<file path="config.mk">
export PLATFORM = sky130hd
export DESIGN_NAME = cio_contact_io
export DESIGN_NICKNAME = d
export VERILOG_FILES = /design/src/hdl/cio_pkg.sv /design/src/hdl/cio_debounce.sv /design/src/hdl/cio_baud_gen.sv /design/src/hdl/cio_contact_io.sv
export SDC_FILE = /design/constraint.sdc
export NUM_CORES = 1
export LEC_CHECK = 0
export ABC_AREA = 0
export BUFFER_PORTS_ARGS = -buffer_cell sky130_fd_sc_hd__buf_2
export CORE_ASPECT_RATIO = 1.25
export CORE_MARGIN = 2
export CORE_UTILIZATION = 64
export CTS_CLUSTER_DIAMETER = 30
export DETAILED_ROUTE_END_ITERATION = 8
export PLACE_DENSITY = 0.89
export SLEW_MARGIN = 15
export SYNTH_ARGS = -nofsm -noshare
export SYNTH_HDL_FRONTEND = slang
export SYNTH_SLANG_ARGS = --single-unit
</file>
<file path="constraint.sdc">
create_clock -name CORE_CLK -period 9 [get_ports CORE_CLK]
set_clock_uncertainty 0.05 [all_clocks]
set_input_delay 1.35 -clock CORE_CLK [delete_from_list [all_inputs] [get_ports CORE_CLK]]
set_output_delay 1.35 -clock CORE_CLK [all_outputs]
set_load 0.005 [all_outputs]
</file>
<file path="src/hdl/cio_pkg.sv">
package cio_pkg;
    // Register byte offsets
    localparam logic [7:0] CIO_OFF_CTRL = 8'h00;
    localparam logic [7:0] CIO_OFF_STATUS = 8'h04;
    localparam logic [7:0] CIO_OFF_RELAY = 8'h08;
    localparam logic [7:0] CIO_OFF_MON = 8'h0c;
    localparam logic [7:0] CIO_OFF_LINK = 8'h10;
    localparam logic [1:0] CIO_RESP_OKAY = 2'h0;
    localparam logic [1:0] CIO_RESP_SLVERR = 2'h2;

    // Contact inputs
    localparam int CIO_IN_RUN = 0;
    localparam int CIO_IN_PAUSE = 1;
    localparam int CIO_IN_WAIT = 2;
    localparam int CIO_IN_SAFE = 3;
    localparam int CIO_NUM_IN = 4;
    localparam int CIO_NUM_RELAY = 4;

    // Program files
    localparam logic [4:0] CIO_SAFETY_FILE = 5'h18;

    // Link identity
    localparam logic [5:0] CIO_ID_DEFAULT = 6'h01;
    localparam logic [3:0] CIO_ROT_ID_MAX = 4'h9;

    // Bit-rate codes
    localparam logic [2:0] CIO_RATE_EXT = 3'h0;
    localparam logic [2:0] CIO_RATE_1200 = 3'h1;
    localparam logic [2:0] CIO_RATE_2400 = 3'h2;
    localparam logic [2:0] CIO_RATE_4800 = 3'h3;
    localparam logic [2:0] CIO_RATE_9600 = 3'h4;
    localparam logic [2:0] CIO_RATE_19200 = 3'h5;
    // Rear rate selector
    localparam logic [1:0] CIO_ROT_EXT = 2'h0;
    localparam logic [1:0] CIO_ROT_9600 = 2'h1;
    localparam logic [1:0] CIO_ROT_19200 = 2'h2;

    // Timing
    localparam int CIO_CLK_HZ = 20_000_000;
    localparam int CIO_BAUD_BASE = 1200;
    localparam int CIO_DIV_BASE = CIO_CLK_HZ / CIO_BAUD_BASE;
    localparam int CIO_DEBOUNCE_MS = 5;
    localparam int CIO_DEBOUNCE_CYC = CIO_CLK_HZ / 1000 * CIO_DEBOUNCE_MS;
    localparam int CIO_MS_CYC = CIO_CLK_HZ / 1000;

    // Monitor selections
    localparam logic [2:0] CIO_MON_PRESS = 3'h0;
    localparam logic [2:0] CIO_MON_FLOW = 3'h1;
    localparam logic [2:0] CIO_MON_PCT_A = 3'h2;

    // Relay operations
    typedef enum logic [1:0] {
        CIO_RLY_NONE = 2'h0,
        CIO_RLY_OPEN = 2'h1,
        CIO_RLY_CLOSE = 2'h2,
        CIO_RLY_PULSE = 2'h3
    } cio_rly_op_t;

    typedef struct packed {
        logic [15:0] ms;
        logic [11:0] rsvd;
        cio_rly_op_t op;
        logic [1:0] idx;
    } cio_relay_cmd_t;

    typedef struct packed {
        logic [18:0] rsvd1;
        logic [4:0] prog_file;
        logic [3:0] rsvd0;
        logic aux_auto;
        logic aux_manual;
        logic panel_model;
        logic pause_flow;
    } cio_ctrl_t;

    typedef struct packed {
        logic [20:0] rsvd1;
        logic [2:0] rate;
        logic [1:0] rsvd0;
        logic [5:0] id;
    } cio_link_t;

    localparam cio_ctrl_t CIO_CTRL_RST = '{prog_file: 5'h00,
        panel_model: 1'b1, default: '0};
    localparam cio_link_t CIO_LINK_RST = '{id: CIO_ID_DEFAULT,
        rate: CIO_RATE_EXT, default: '0};
endpackage : cio_pkg

</file>
<file path="src/hdl/cio_debounce.sv">
`timescale 1ns/1ps
// Synchroniser, filter and edge pulses for one contact
module cio_debounce
    import cio_pkg::*;
#(
    parameter int DEB_CYC = CIO_DEBOUNCE_CYC
) (
    input wire logic clk,
    input wire logic rst_n,
    input wire logic ce,
    input wire logic pin,
    output logic level,
    output logic rise,
    output logic fall
);
    logic s1_q, s2_q;
    logic [23:0] cnt_q;

    // Synchroniser; first flop feeds only the second
    always_ff @(posedge clk or negedge rst_n) begin
        if (!rst_n) begin
            s1_q <= 1'b0;
            s2_q <= 1'b0;
        end else if (ce) begin
            s1_q <= pin;
            s2_q <= s1_q;
        end
    end

    // Level follows only after a full stable window
    always_ff @(posedge clk or negedge rst_n) begin
        if (!rst_n) begin
            cnt_q <= '0;
            level <= 1'b0;
            rise <= 1'b0;
            fall <= 1'b0;
        end else if (ce) begin
            rise <= 1'b0;
            fall <= 1'b0;
            if (s2_q == level) begin
                cnt_q <= '0;
            end else if (cnt_q >= 24'(DEB_CYC - 1)) begin
                cnt_q <= '0;
                level <= s2_q;
                rise <= s2_q;
                fall <= !s2_q;
            end else begin
                cnt_q <= cnt_q + 24'h000001;
            end
        end
    end
endmodule : cio_debounce

</file>
<file path="src/hdl/cio_baud_gen.sv">
`timescale 1ns/1ps
// Internal bit-rate tick every div cycles
module cio_baud_gen (
    input wire logic clk,
    input wire logic rst_n,
    input wire logic ce,
    input wire logic en,
    input wire logic [15:0] div,
    output logic tick
);
    logic [15:0] cnt_q;

    // Restart on disable so a new rate starts clean
    always_ff @(posedge clk or negedge rst_n) begin
        if (!rst_n) begin
            cnt_q <= '0;
            tick <= 1'b0;
        end else if (ce) begin
            tick <= 1'b0;
            if (!en) begin
                cnt_q <= '0;
            end else if (cnt_q >= div - 16'h0001) begin
                cnt_q <= '0;
                tick <= 1'b1;
            end else begin
                cnt_q <= cnt_q + 16'h0001;
            end
        end
    end
endmodule : cio_baud_gen

</file>
<file path="src/hdl/cio_contact_io.sv">
// Our own choices: the AXI4-Lite interface to the registers and the address map.
`timescale 1ns/1ps
// How it works
// RL1 - Run contact close starts, open stops
// RL2 - Pause contact closures alternate pause and resume
// RL3 - Pause with flow holds setpoints, resumes same step
// RL4 - Inputs except wait act on edges only
// RL5 - Wait contact level lets program pass wait
// RL6 - Safety contact closure launches program file 24
// RL7 - Four relays: open, close, or timed pulse
// RL8 - Aux 12 V by manual or program step
// RL9 - Monitor follows pressure, flow or one solvent
// RL10 - Panel model takes identity 0 to 63
// RL11 - Panel-less model takes identity from rotary
// RL12 - Master default identity is 1
// RL13 - Integrator keeps identities unique per level
// RL14 - Rate selector: 0 link, 1 9600, 2 19200
// RL15 - Slave pumps must select the link clock
// RL16 - Panel model rates 1200 to 19200 or link
// RL17 - Internal rate only without link clock
// RL18 - Contacts synchronised and debounced before edges
module cio_contact_io
    import cio_pkg::*;
#(
    parameter int DEB_CYC = CIO_DEBOUNCE_CYC,
    parameter int MS_CYC = CIO_MS_CYC,
    parameter int DIV_BASE = CIO_DIV_BASE
) (
    input wire logic CORE_CLK,
    input wire logic RST_N,
    input wire logic CE,
    // AXI4-Lite slave
    input wire logic [7:0] S_AXI_AWADDR,
    input wire logic S_AXI_AWVALID,
    output logic S_AXI_AWREADY,
    input wire logic [31:0] S_AXI_WDATA,
    input wire logic [3:0] S_AXI_WSTRB,
    input wire logic S_AXI_WVALID,
    output logic S_AXI_WREADY,
    output logic [1:0] S_AXI_BRESP,
    output logic S_AXI_BVALID,
    input wire logic S_AXI_BREADY,
    input wire logic [7:0] S_AXI_ARADDR,
    input wire logic S_AXI_ARVALID,
    output logic S_AXI_ARREADY,
    output logic [31:0] S_AXI_RDATA,
    output logic [1:0] S_AXI_RRESP,
    output logic S_AXI_RVALID,
    input wire logic S_AXI_RREADY,
    // Contacts, rotary selectors and link clock pins
    input wire logic [3:0] CONTACT_IN,
    input wire logic [3:0] ROT_ID,
    input wire logic [1:0] ROT_RATE,
    input wire logic LINK_CLK,
    // Same-clock inputs from the pump logic
    input wire logic AUX_STEP_ON,
    input wire logic [11:0] PRESSURE_VAL,
    input wire logic [11:0] FLOW_VAL,
    input wire logic [31:0] PCT_VAL,
    // Outputs
    output logic [3:0] RELAY_OUT,
    output logic AUX_12V_EN,
    output logic [11:0] MON_OUT,
    output logic PROG_RUN,
    output logic PROG_PAUSED,
    output logic FLOW_EN,
    output logic SETPOINT_HOLD,
    output logic STEP_EN,
    output logic WAIT_READY,
    output logic PROG_LOAD,
    output logic [4:0] PROG_FILE,
    output logic [5:0] LINK_ID,
    output logic LINK_EXT_CLK,
    output logic BIT_TICK
);
    typedef enum logic [1:0] {ST_IDLE, ST_RUN, ST_PAUSE} cio_state_t;

    cio_state_t state_q;
    cio_ctrl_t ctrl_q;
    cio_link_t link_q;
    logic [2:0] mon_sel_q;
    logic safety_q;
    logic [3:0] lvl, rise, fall;
    logic [3:0] rid_s1_q, rid_s2_q;
    logic [1:0] rrt_s1_q, rrt_s2_q;
    logic lk_s1_q, lk_s2_q, lk_s3_q;
    logic int_tick;
    logic [15:0] div_d;
    logic ext_d;
    logic [15:0] ms_cnt_q;
    logic ms_tick;
    logic aw_hold_q, w_hold_q;
    logic [7:0] aw_addr_q;
    logic [31:0] w_data_q;
    logic [3:0] w_strb_q;
    logic [31:0] wmask;
    logic wr_go;
    logic rly_go;
    cio_relay_cmd_t rly_cmd;
    logic [31:0] rd_d;
    logic rd_ok;

    // Contact filters [RL18]
    generate
        for (genvar i = 0; i < CIO_NUM_IN; i++) begin : g_in
            cio_debounce #(.DEB_CYC(DEB_CYC)) u_deb (
                .clk(CORE_CLK),
                .rst_n(RST_N),
                .ce(CE),
                .pin(CONTACT_IN[i]),
                .level(lvl[i]),
                .rise(rise[i]),
                .fall(fall[i])
            );
        end
    endgenerate

    // Rotary selectors and link clock are asynchronous
    always_ff @(posedge CORE_CLK or negedge RST_N) begin
        if (!RST_N) begin
            rid_s1_q <= '0;
            rid_s2_q <= '0;
            rrt_s1_q <= '0;
            rrt_s2_q <= '0;
            lk_s1_q <= 1'b0;
            lk_s2_q <= 1'b0;
            lk_s3_q <= 1'b0;
        end else if (CE) begin
            rid_s1_q <= ROT_ID;
            rid_s2_q <= rid_s1_q;
            rrt_s1_q <= ROT_RATE;
            rrt_s2_q <= rrt_s1_q;
            lk_s1_q <= LINK_CLK;
            lk_s2_q <= lk_s1_q;
            lk_s3_q <= lk_s2_q;
        end
    end

    // Program state machine
    always_ff @(posedge CORE_CLK or negedge RST_N) begin
        if (!RST_N) begin
            state_q <= ST_IDLE;
            safety_q <= 1'b0;
            PROG_LOAD <= 1'b0;
            PROG_FILE <= '0;
        end else if (CE) begin
            PROG_LOAD <= 1'b0;
            if (rise[CIO_IN_SAFE]) begin
                state_q <= ST_RUN; // [RL6]
                safety_q <= 1'b1;
                PROG_LOAD <= 1'b1;
                PROG_FILE <= CIO_SAFETY_FILE; // [RL6]
            end else begin
                case (state_q)
                    ST_IDLE: begin
                        if (rise[CIO_IN_RUN]) begin
                            state_q <= ST_RUN; // [RL1] [RL4]
                            safety_q <= 1'b0;
                            PROG_LOAD <= 1'b1;
                            PROG_FILE <= ctrl_q.prog_file;
                        end
                    end
                    ST_RUN: begin
                        if (fall[CIO_IN_RUN]) begin
                            state_q <= ST_IDLE; // [RL1] [RL4]
                        end else if (rise[CIO_IN_PAUSE]) begin
                            state_q <= ST_PAUSE; // [RL2] [RL4]
                        end
                    end
                    ST_PAUSE: begin
                        if (fall[CIO_IN_RUN]) begin
                            state_q <= ST_IDLE; // [RL1]
                        end else if (rise[CIO_IN_PAUSE]) begin
                            state_q <= ST_RUN; // [RL2] [RL3]
                        end
                    end
                    default: state_q <= ST_IDLE;
                endcase
            end
        end
    end

    // Program levels; a pause freezes the step
    always_ff @(posedge CORE_CLK or negedge RST_N) begin
        if (!RST_N) begin
            PROG_RUN <= 1'b0;
            PROG_PAUSED <= 1'b0;
            FLOW_EN <= 1'b0;
            SETPOINT_HOLD <= 1'b0;
            STEP_EN <= 1'b0;
            WAIT_READY <= 1'b0;
        end else if (CE) begin
            PROG_RUN <= state_q != ST_IDLE;
            PROG_PAUSED <= state_q == ST_PAUSE;
            FLOW_EN <= (state_q == ST_RUN) ||
                ((state_q == ST_PAUSE) && ctrl_q.pause_flow); // [RL2] [RL3]
            SETPOINT_HOLD <= (state_q == ST_PAUSE) &&
                ctrl_q.pause_flow; // [RL3]
            STEP_EN <= (state_q == ST_RUN); // [RL3]
            WAIT_READY <= lvl[CIO_IN_WAIT]; // Level, not edge [RL5]
        end
    end

    // Millisecond base for relay pulses
    assign ms_tick = (ms_cnt_q >= 16'(MS_CYC - 1));
    always_ff @(posedge CORE_CLK or negedge RST_N) begin
        if (!RST_N) begin
            ms_cnt_q <= '0;
        end else if (CE) begin
            ms_cnt_q <= ms_tick ? '0 : ms_cnt_q + 16'h0001;
        end
    end

    // Relays: a new command replaces a running pulse
    assign rly_cmd = cio_relay_cmd_t'(w_data_q);
    assign rly_go = wr_go && (aw_addr_q == CIO_OFF_RELAY);
    generate
        for (genvar r = 0; r < CIO_NUM_RELAY; r++) begin : g_rly
            logic [15:0] left_q;
            always_ff @(posedge CORE_CLK or negedge RST_N) begin
                if (!RST_N) begin
                    left_q <= '0;
                    RELAY_OUT[r] <= 1'b0;
                end else if (CE) begin
                    if (rly_go && (rly_cmd.idx == 2'(r))) begin
                        case (rly_cmd.op)
                            CIO_RLY_OPEN: begin
                                RELAY_OUT[r] <= 1'b0; // [RL7]
                                left_q <= '0;
                            end
                            CIO_RLY_CLOSE: begin
                                RELAY_OUT[r] <= 1'b1; // [RL7]
                                left_q <= '0;
                            end
                            CIO_RLY_PULSE: begin
                                RELAY_OUT[r] <= rly_cmd.ms != '0; // [RL7]
                                left_q <= rly_cmd.ms;
                            end
                            default: left_q <= left_q;
                        endcase
                    end else if (ms_tick && left_q != '0) begin
                        left_q <= left_q - 16'h0001;
                        if (left_q == 16'h0001) begin
                            RELAY_OUT[r] <= 1'b0; // End of pulse [RL7]
                        end
                    end
                end
            end
        end
    endgenerate

    // Aux supply and monitor
    always_ff @(posedge CORE_CLK or negedge RST_N) begin
        if (!RST_N) begin
            AUX_12V_EN <= 1'b0;
            MON_OUT <= '0;
        end else if (CE) begin
            AUX_12V_EN <= ctrl_q.aux_auto ? AUX_STEP_ON :
                ctrl_q.aux_manual; // [RL8]
            case (mon_sel_q)
                CIO_MON_PRESS: MON_OUT <= PRESSURE_VAL; // [RL9]
                CIO_MON_FLOW: MON_OUT <= FLOW_VAL; // [RL9]
                default: begin
                    // Percent byte fills the upper bits
                    MON_OUT <= {PCT_VAL[8 * (mon_sel_q - CIO_MON_PCT_A) +: 8],
                        4'h0}; // [RL9]
                end
            endcase
        end
    end

    // Bit clock source per model
    always_comb begin
        ext_d = 1'b0;
        div_d = 16'(DIV_BASE);
        if (ctrl_q.panel_model) begin
            case (link_q.rate) // [RL16]
                CIO_RATE_1200: div_d = 16'(DIV_BASE);
                CIO_RATE_2400: div_d = 16'(DIV_BASE / 2);
                CIO_RATE_4800: div_d = 16'(DIV_BASE / 4);
                CIO_RATE_9600: div_d = 16'(DIV_BASE / 8);
                CIO_RATE_19200: div_d = 16'(DIV_BASE / 16);
                default: ext_d = 1'b1; // [RL15] [RL17]
            endcase
        end else begin
            case (rrt_s2_q) // [RL14]
                CIO_ROT_9600: div_d = 16'(DIV_BASE / 8);
                CIO_ROT_19200: div_d = 16'(DIV_BASE / 16);
                default: ext_d = 1'b1; // [RL14]
            endcase
        end
    end

    cio_baud_gen u_baud (
        .clk(CORE_CLK),
        .rst_n(RST_N),
        .ce(CE),
        .en(!ext_d), // [RL17]
        .div(div_d),
        .tick(int_tick)
    );

    // Bit tick from link clock edge or divider
    always_ff @(posedge CORE_CLK or negedge RST_N) begin
        if (!RST_N) begin
            LINK_ID <= CIO_ID_DEFAULT;
            LINK_EXT_CLK <= 1'b1;
            BIT_TICK <= 1'b0;
        end else if (CE) begin
            if (ctrl_q.panel_model) begin
                LINK_ID <= link_q.id; // [RL10]
            end else begin
                LINK_ID <= {2'b00, (rid_s2_q > CIO_ROT_ID_MAX) ?
                    CIO_ROT_ID_MAX : rid_s2_q}; // [RL11]
            end
            LINK_EXT_CLK <= ext_d;
            BIT_TICK <= ext_d ? (lk_s2_q && !lk_s3_q) : int_tick;
        end
    end

    // Write channel: AW and W in either order
    assign wr_go = aw_hold_q && w_hold_q && !S_AXI_BVALID;
    always_ff @(posedge CORE_CLK or negedge RST_N) begin
        if (!RST_N) begin
            aw_hold_q <= 1'b0;
            w_hold_q <= 1'b0;
            aw_addr_q <= '0;
            w_data_q <= '0;
            w_strb_q <= '0;
            S_AXI_AWREADY <= 1'b0;
            S_AXI_WREADY <= 1'b0;
            S_AXI_BVALID <= 1'b0;
            S_AXI_BRESP <= CIO_RESP_OKAY;
        end else if (CE) begin
            S_AXI_AWREADY <= !aw_hold_q && !S_AXI_AWREADY;
            S_AXI_WREADY <= !w_hold_q && !S_AXI_WREADY;
            if (S_AXI_AWVALID && S_AXI_AWREADY) begin
                aw_hold_q <= 1'b1;
                aw_addr_q <= S_AXI_AWADDR;
            end
            if (S_AXI_WVALID && S_AXI_WREADY) begin
                w_hold_q <= 1'b1;
                w_data_q <= S_AXI_WDATA;
                w_strb_q <= S_AXI_WSTRB;
            end
            if (wr_go) begin
                aw_hold_q <= 1'b0;
                w_hold_q <= 1'b0;
                S_AXI_BVALID <= 1'b1;
                S_AXI_BRESP <= (aw_addr_q == CIO_OFF_CTRL ||
                    aw_addr_q == CIO_OFF_RELAY ||
                    aw_addr_q == CIO_OFF_MON ||
                    aw_addr_q == CIO_OFF_LINK) ?
                    CIO_RESP_OKAY : CIO_RESP_SLVERR;
            end else if (S_AXI_BVALID && S_AXI_BREADY) begin
                S_AXI_BVALID <= 1'b0;
            end
        end
    end

    // Register stores honour byte strobes
    assign wmask = {{8{w_strb_q[3]}}, {8{w_strb_q[2]}},
        {8{w_strb_q[1]}}, {8{w_strb_q[0]}}};
    always_ff @(posedge CORE_CLK or negedge RST_N) begin
        if (!RST_N) begin
            ctrl_q <= CIO_CTRL_RST;
            link_q <= CIO_LINK_RST; // Master default identity [RL12]
            mon_sel_q <= CIO_MON_PRESS;
        end else if (CE && wr_go) begin
            case (aw_addr_q)
                CIO_OFF_CTRL: ctrl_q <= cio_ctrl_t'((ctrl_q & ~wmask) |
                    (w_data_q & wmask));
                CIO_OFF_MON: mon_sel_q <= (wmask[0] &&
                    w_data_q[2:0] <= CIO_MON_PCT_A + 3'h3) ?
                    w_data_q[2:0] : mon_sel_q;
                CIO_OFF_LINK: link_q <= cio_link_t'((link_q & ~wmask) |
                    (w_data_q & wmask));
                default: mon_sel_q <= mon_sel_q;
            endcase
        end
    end

    // Read data mux
    always_comb begin
        rd_ok = 1'b1;
        rd_d = '0;
        case (S_AXI_ARADDR)
            CIO_OFF_CTRL: rd_d = ctrl_q;
            CIO_OFF_STATUS: rd_d = {20'h00000, RELAY_OUT, lvl,
                safety_q, WAIT_READY, state_q};
            CIO_OFF_RELAY: rd_d = {28'h0000000, RELAY_OUT};
            CIO_OFF_MON: rd_d = {29'h00000000, mon_sel_q};
            CIO_OFF_LINK: rd_d = {7'h00, LINK_EXT_CLK, 2'h0, LINK_ID,
                link_q[15:0]};
            default: rd_ok = 1'b0;
        endcase
    end

    // Read channel: one read at a time
    always_ff @(posedge CORE_CLK or negedge RST_N) begin
        if (!RST_N) begin
            S_AXI_ARREADY <= 1'b0;
            S_AXI_RVALID <= 1'b0;
            S_AXI_RDATA <= '0;
            S_AXI_RRESP <= CIO_RESP_OKAY;
        end else if (CE) begin
            S_AXI_ARREADY <= !S_AXI_RVALID && !S_AXI_ARREADY &&
                S_AXI_ARVALID;
            if (S_AXI_ARVALID && S_AXI_ARREADY) begin
                S_AXI_RVALID <= 1'b1;
                S_AXI_RDATA <= rd_d;
                S_AXI_RRESP <= rd_ok ? CIO_RESP_OKAY : CIO_RESP_SLVERR;
            end else if (S_AXI_RVALID && S_AXI_RREADY) begin
                S_AXI_RVALID <= 1'b0;
            end
        end
    end
endmodule : cio_contact_io

</file>
==> flow_summary.ini <==
[run_status]
status = finished, final reports clean

[placement]
dp_hpwl_um = 36900
port_buffers = 203
place_congestion = 0.935
place_ws_ps = 4870
placed_area_um2 = 21300

[power]
power.density_nw_per_um2 = 239
vdd_drop_max_v = 0.000224
p_leak_nw = 10.9

[timing]
rsz0062_at_grt = no
slew_headroom = 0.278
final.setup.tns_ps = 0
maxSlewViolCount = 0
period_needed_ps = 4180
tightest_slew_ps = 1080
finalHoldViolCount = 0
timing.final.crit_share = 0.465
worst_hold_slack_ps = 419
fmax_mhz = 239
setup_viol = 0
setup_slack_ps = 4820

[route]
drt_iter0_markers = 2315
firstDrtPassIters = 8
vias_per_cell = 6.83
drc = 0
wirelength_um = 58700
num_vias = 18000
ant_nets = 0
avgRoutedWirePerCell_um = 22.3

[synthesis]
synth_edf_count = 0
synth-seq-cells = 400
synth_area_um2 = 20000
yosys_warnings = 0
syn_inst = 1987
synthFlopType = dfrtp_1
synthArstFlopShare = 1.00
syn_avg_cell_area_um2 = 10.1
synth_cell_type_count = 86
seq_area_frac_synth = 0.500

[clock_network]
numCtsBuffers = 67
cts.path.max_buffers = 3
cts_root_buf = clkbuf_16
post_cts_buffers = 0
clock_latency_ps = 580
cts.htree.levels = 3
cts_tree = built
cts_sinks = 400
post_cts_resized = 0
hold_buffers = 0
path_clk_slew_ps = 60

[cells_and_area]
nNetsFinal = 2338
final_cell_area_um2 = 23600
fin_util = 0.763
multiInputGateArea_um2 = 9500
area_growth_pct = 17.8
drive_gt1_frac = 0.224
seqCellArea_um2 = 10000
n_fill_cell = 1800

[worst_hold_path]
holdPathStages = 2
min_from = S_AXI_RDATA[23]$_DFFE_PN0P_
hp-class = register to register

[floorplan]
start_util = 0.648
num_io_pins = 206
die_w_um = 162
fp.dieH_um = 202
die_area_um2 = 32700
core_um2 = 30900
placementRows = 72

[grt]
grt_use_total = 0.364
antenna_found_initial = 2
first_global_vias = 17900
grt_max_degree = 189
grt_overflow_total = 0
grt_pass1_wl_um = 94800

[critical_path]
cp-start-kind = register
critPathCaptureType = register
r2r.worst_path.cells = 13
crit_chain = nand2_1, o22ai_1, ha_1, xor2_1, nor2_1, o21ai_0, o21ai_0, ha_1, nand4_1, o41ai_1, or4_1, o21ai_0, a21o_1
critPathKind = register to register
crit_arrival_ps = 4580
required_ps = 9400
path_common_cell = o21ai_0
critPathSlowestCell = dfstp_2
critical-path-max-stage-delay_ps = 850
cp_max_fo = 29

[flow_run]
drv_cap = 0
worst paths after layout:
path | end | slack, ps
worst max-delay path | u_baud.cnt_q[9]$_DFFE_PN0P_ | 4820
worst min-delay path | S_AXI_RDATA[23]$_DFFE_PN0P_ | 420
max in group asynchronous | g_rly[0].left_q[7]$_DFFE_PN0P_ | 6750
min in group asynchronous | g_in[0].u_deb.cnt_q[23]$_DFFE_PN0P_ | 710
worst max register to register | u_baud.cnt_q[9]$_DFFE_PN0P_ | 4820
worst min register to register | S_AXI_RDATA[23]$_DFFE_PN0P_ | 420
synthesized netlist by cell type (12+ instances only):
| master | number | area, µm² |
|---|---|---|
| a21o_1 | 19 | 143 |
| a21oi_1 | 103 | 515 |
| a22oi_1 | 15 | 113 |
| a31oi_1 | 67 | 419 |
| and3_1 | 48 | 300 |
| buf_1 | 12 | 45.0 |
| buf_2 | 18 | 90.1 |
| clkbuf_1 | 73 | 274 |
| dfrtp_1 | 396 | 9910 |
| ha_1 | 38 | 475 |
| inv_1 | 28 | 105 |
| mux2_2 | 120 | 1350 |
| mux2i_1 | 28 | 280 |
| nand2_1 | 205 | 769 |
| nand2b_1 | 17 | 106 |
| nand3_1 | 86 | 430 |
| nand4_1 | 33 | 206 |
| nor2_1 | 143 | 537 |
| nor2b_1 | 41 | 257 |
| nor3_1 | 48 | 240 |
| nor3b_1 | 14 | 105 |
| nor4_1 | 22 | 138 |
| o211ai_1 | 30 | 225 |
| o21ai_0 | 115 | 576 |
| or3_1 | 22 | 138 |
| or4_1 | 14 | 105 |
| xor2_1 | 12 | 105 |
cell usage in the layout (no fill, tap or decap), types with 41 or more instances in the layout:
cell / synthesis / layout
mux2_2: 120 / 120
a31oi_1: 67 / 67
clkbuf_16: 0 / 71
a21oi_1: 103 / 103
nand3_1: 86 / 85
nor2b_1: 41 / 41
o21ai_0: 115 / 114
nand2_1: 205 / 205
nor3_1: 48 / 46
buf_2: 18 / 201
nor2_1: 143 / 143
dfrtp_1: 396 / 396
and3_1: 48 / 48
final cells by class:
| class | instances | share of cell area |
|---|---|---|
| clock buffers | 77 | 0.0771 |
| diodes | 2 | 0.000212 |
| clock inverters | 43 | 0.0194 |
| inverters | 29 | 0.00461 |
| multi-input cells | 1454 | 0.403 |
| repair buffers | 220 | 0.0497 |
| flip-flops and latches | 400 | 0.425 |
| well taps | 407 | 0.0216 |
per-layer routing:
metal / wire length, µm / up-vias / GRT usage
li1: - / 7774 / -
met1: 20900 / 8719 / 0.442
met2: 28400 / 1151 / 0.595
met3: 5780 / 324 / 0.0919
met4: 3620 / 0 / 0.207
met5: 0 / - / 0
through the flow:
stage,std cells,total power [mW]
floorplan,1989,2.66
global placement,2510,2.96
detailed placement,2510,3.00
CTS,2630,5.61
global route,2632,5.80
finish,2632,5.64
report_power, final:
group,switching [mW],internal (mW)
clock network,0.968,1.62
logic,0.444,0.313
registers,0.286,2.00
total,1.70,3.94
worst max-delay path: cells and delay by family (launching register included):
family	cells	cell delay, ps
AO/OA/AOI/OAI	6	1410
XOR/XNOR	1	150
adder cells (fa/ha/maj)	2	600
flip-flops	1	850
AND/OR/NAND/NOR	4	980
cell families after synthesis:
group | after synthesis | share of synthesized area
AOI/OAI and AO/OA | 491 | 0.159
xor gates and xnor gates | 17 | 0.00743
adders and majority gates | 38 | 0.0237
buffers and inverters | 135 | 0.0272
DFF | 400 | 0.500
muxes | 159 | 0.0938
other | 2 | 0.000375
and+or+nand+nor | 745 | 0.188
Note: power is estimated with default switching activity, not from simulation.
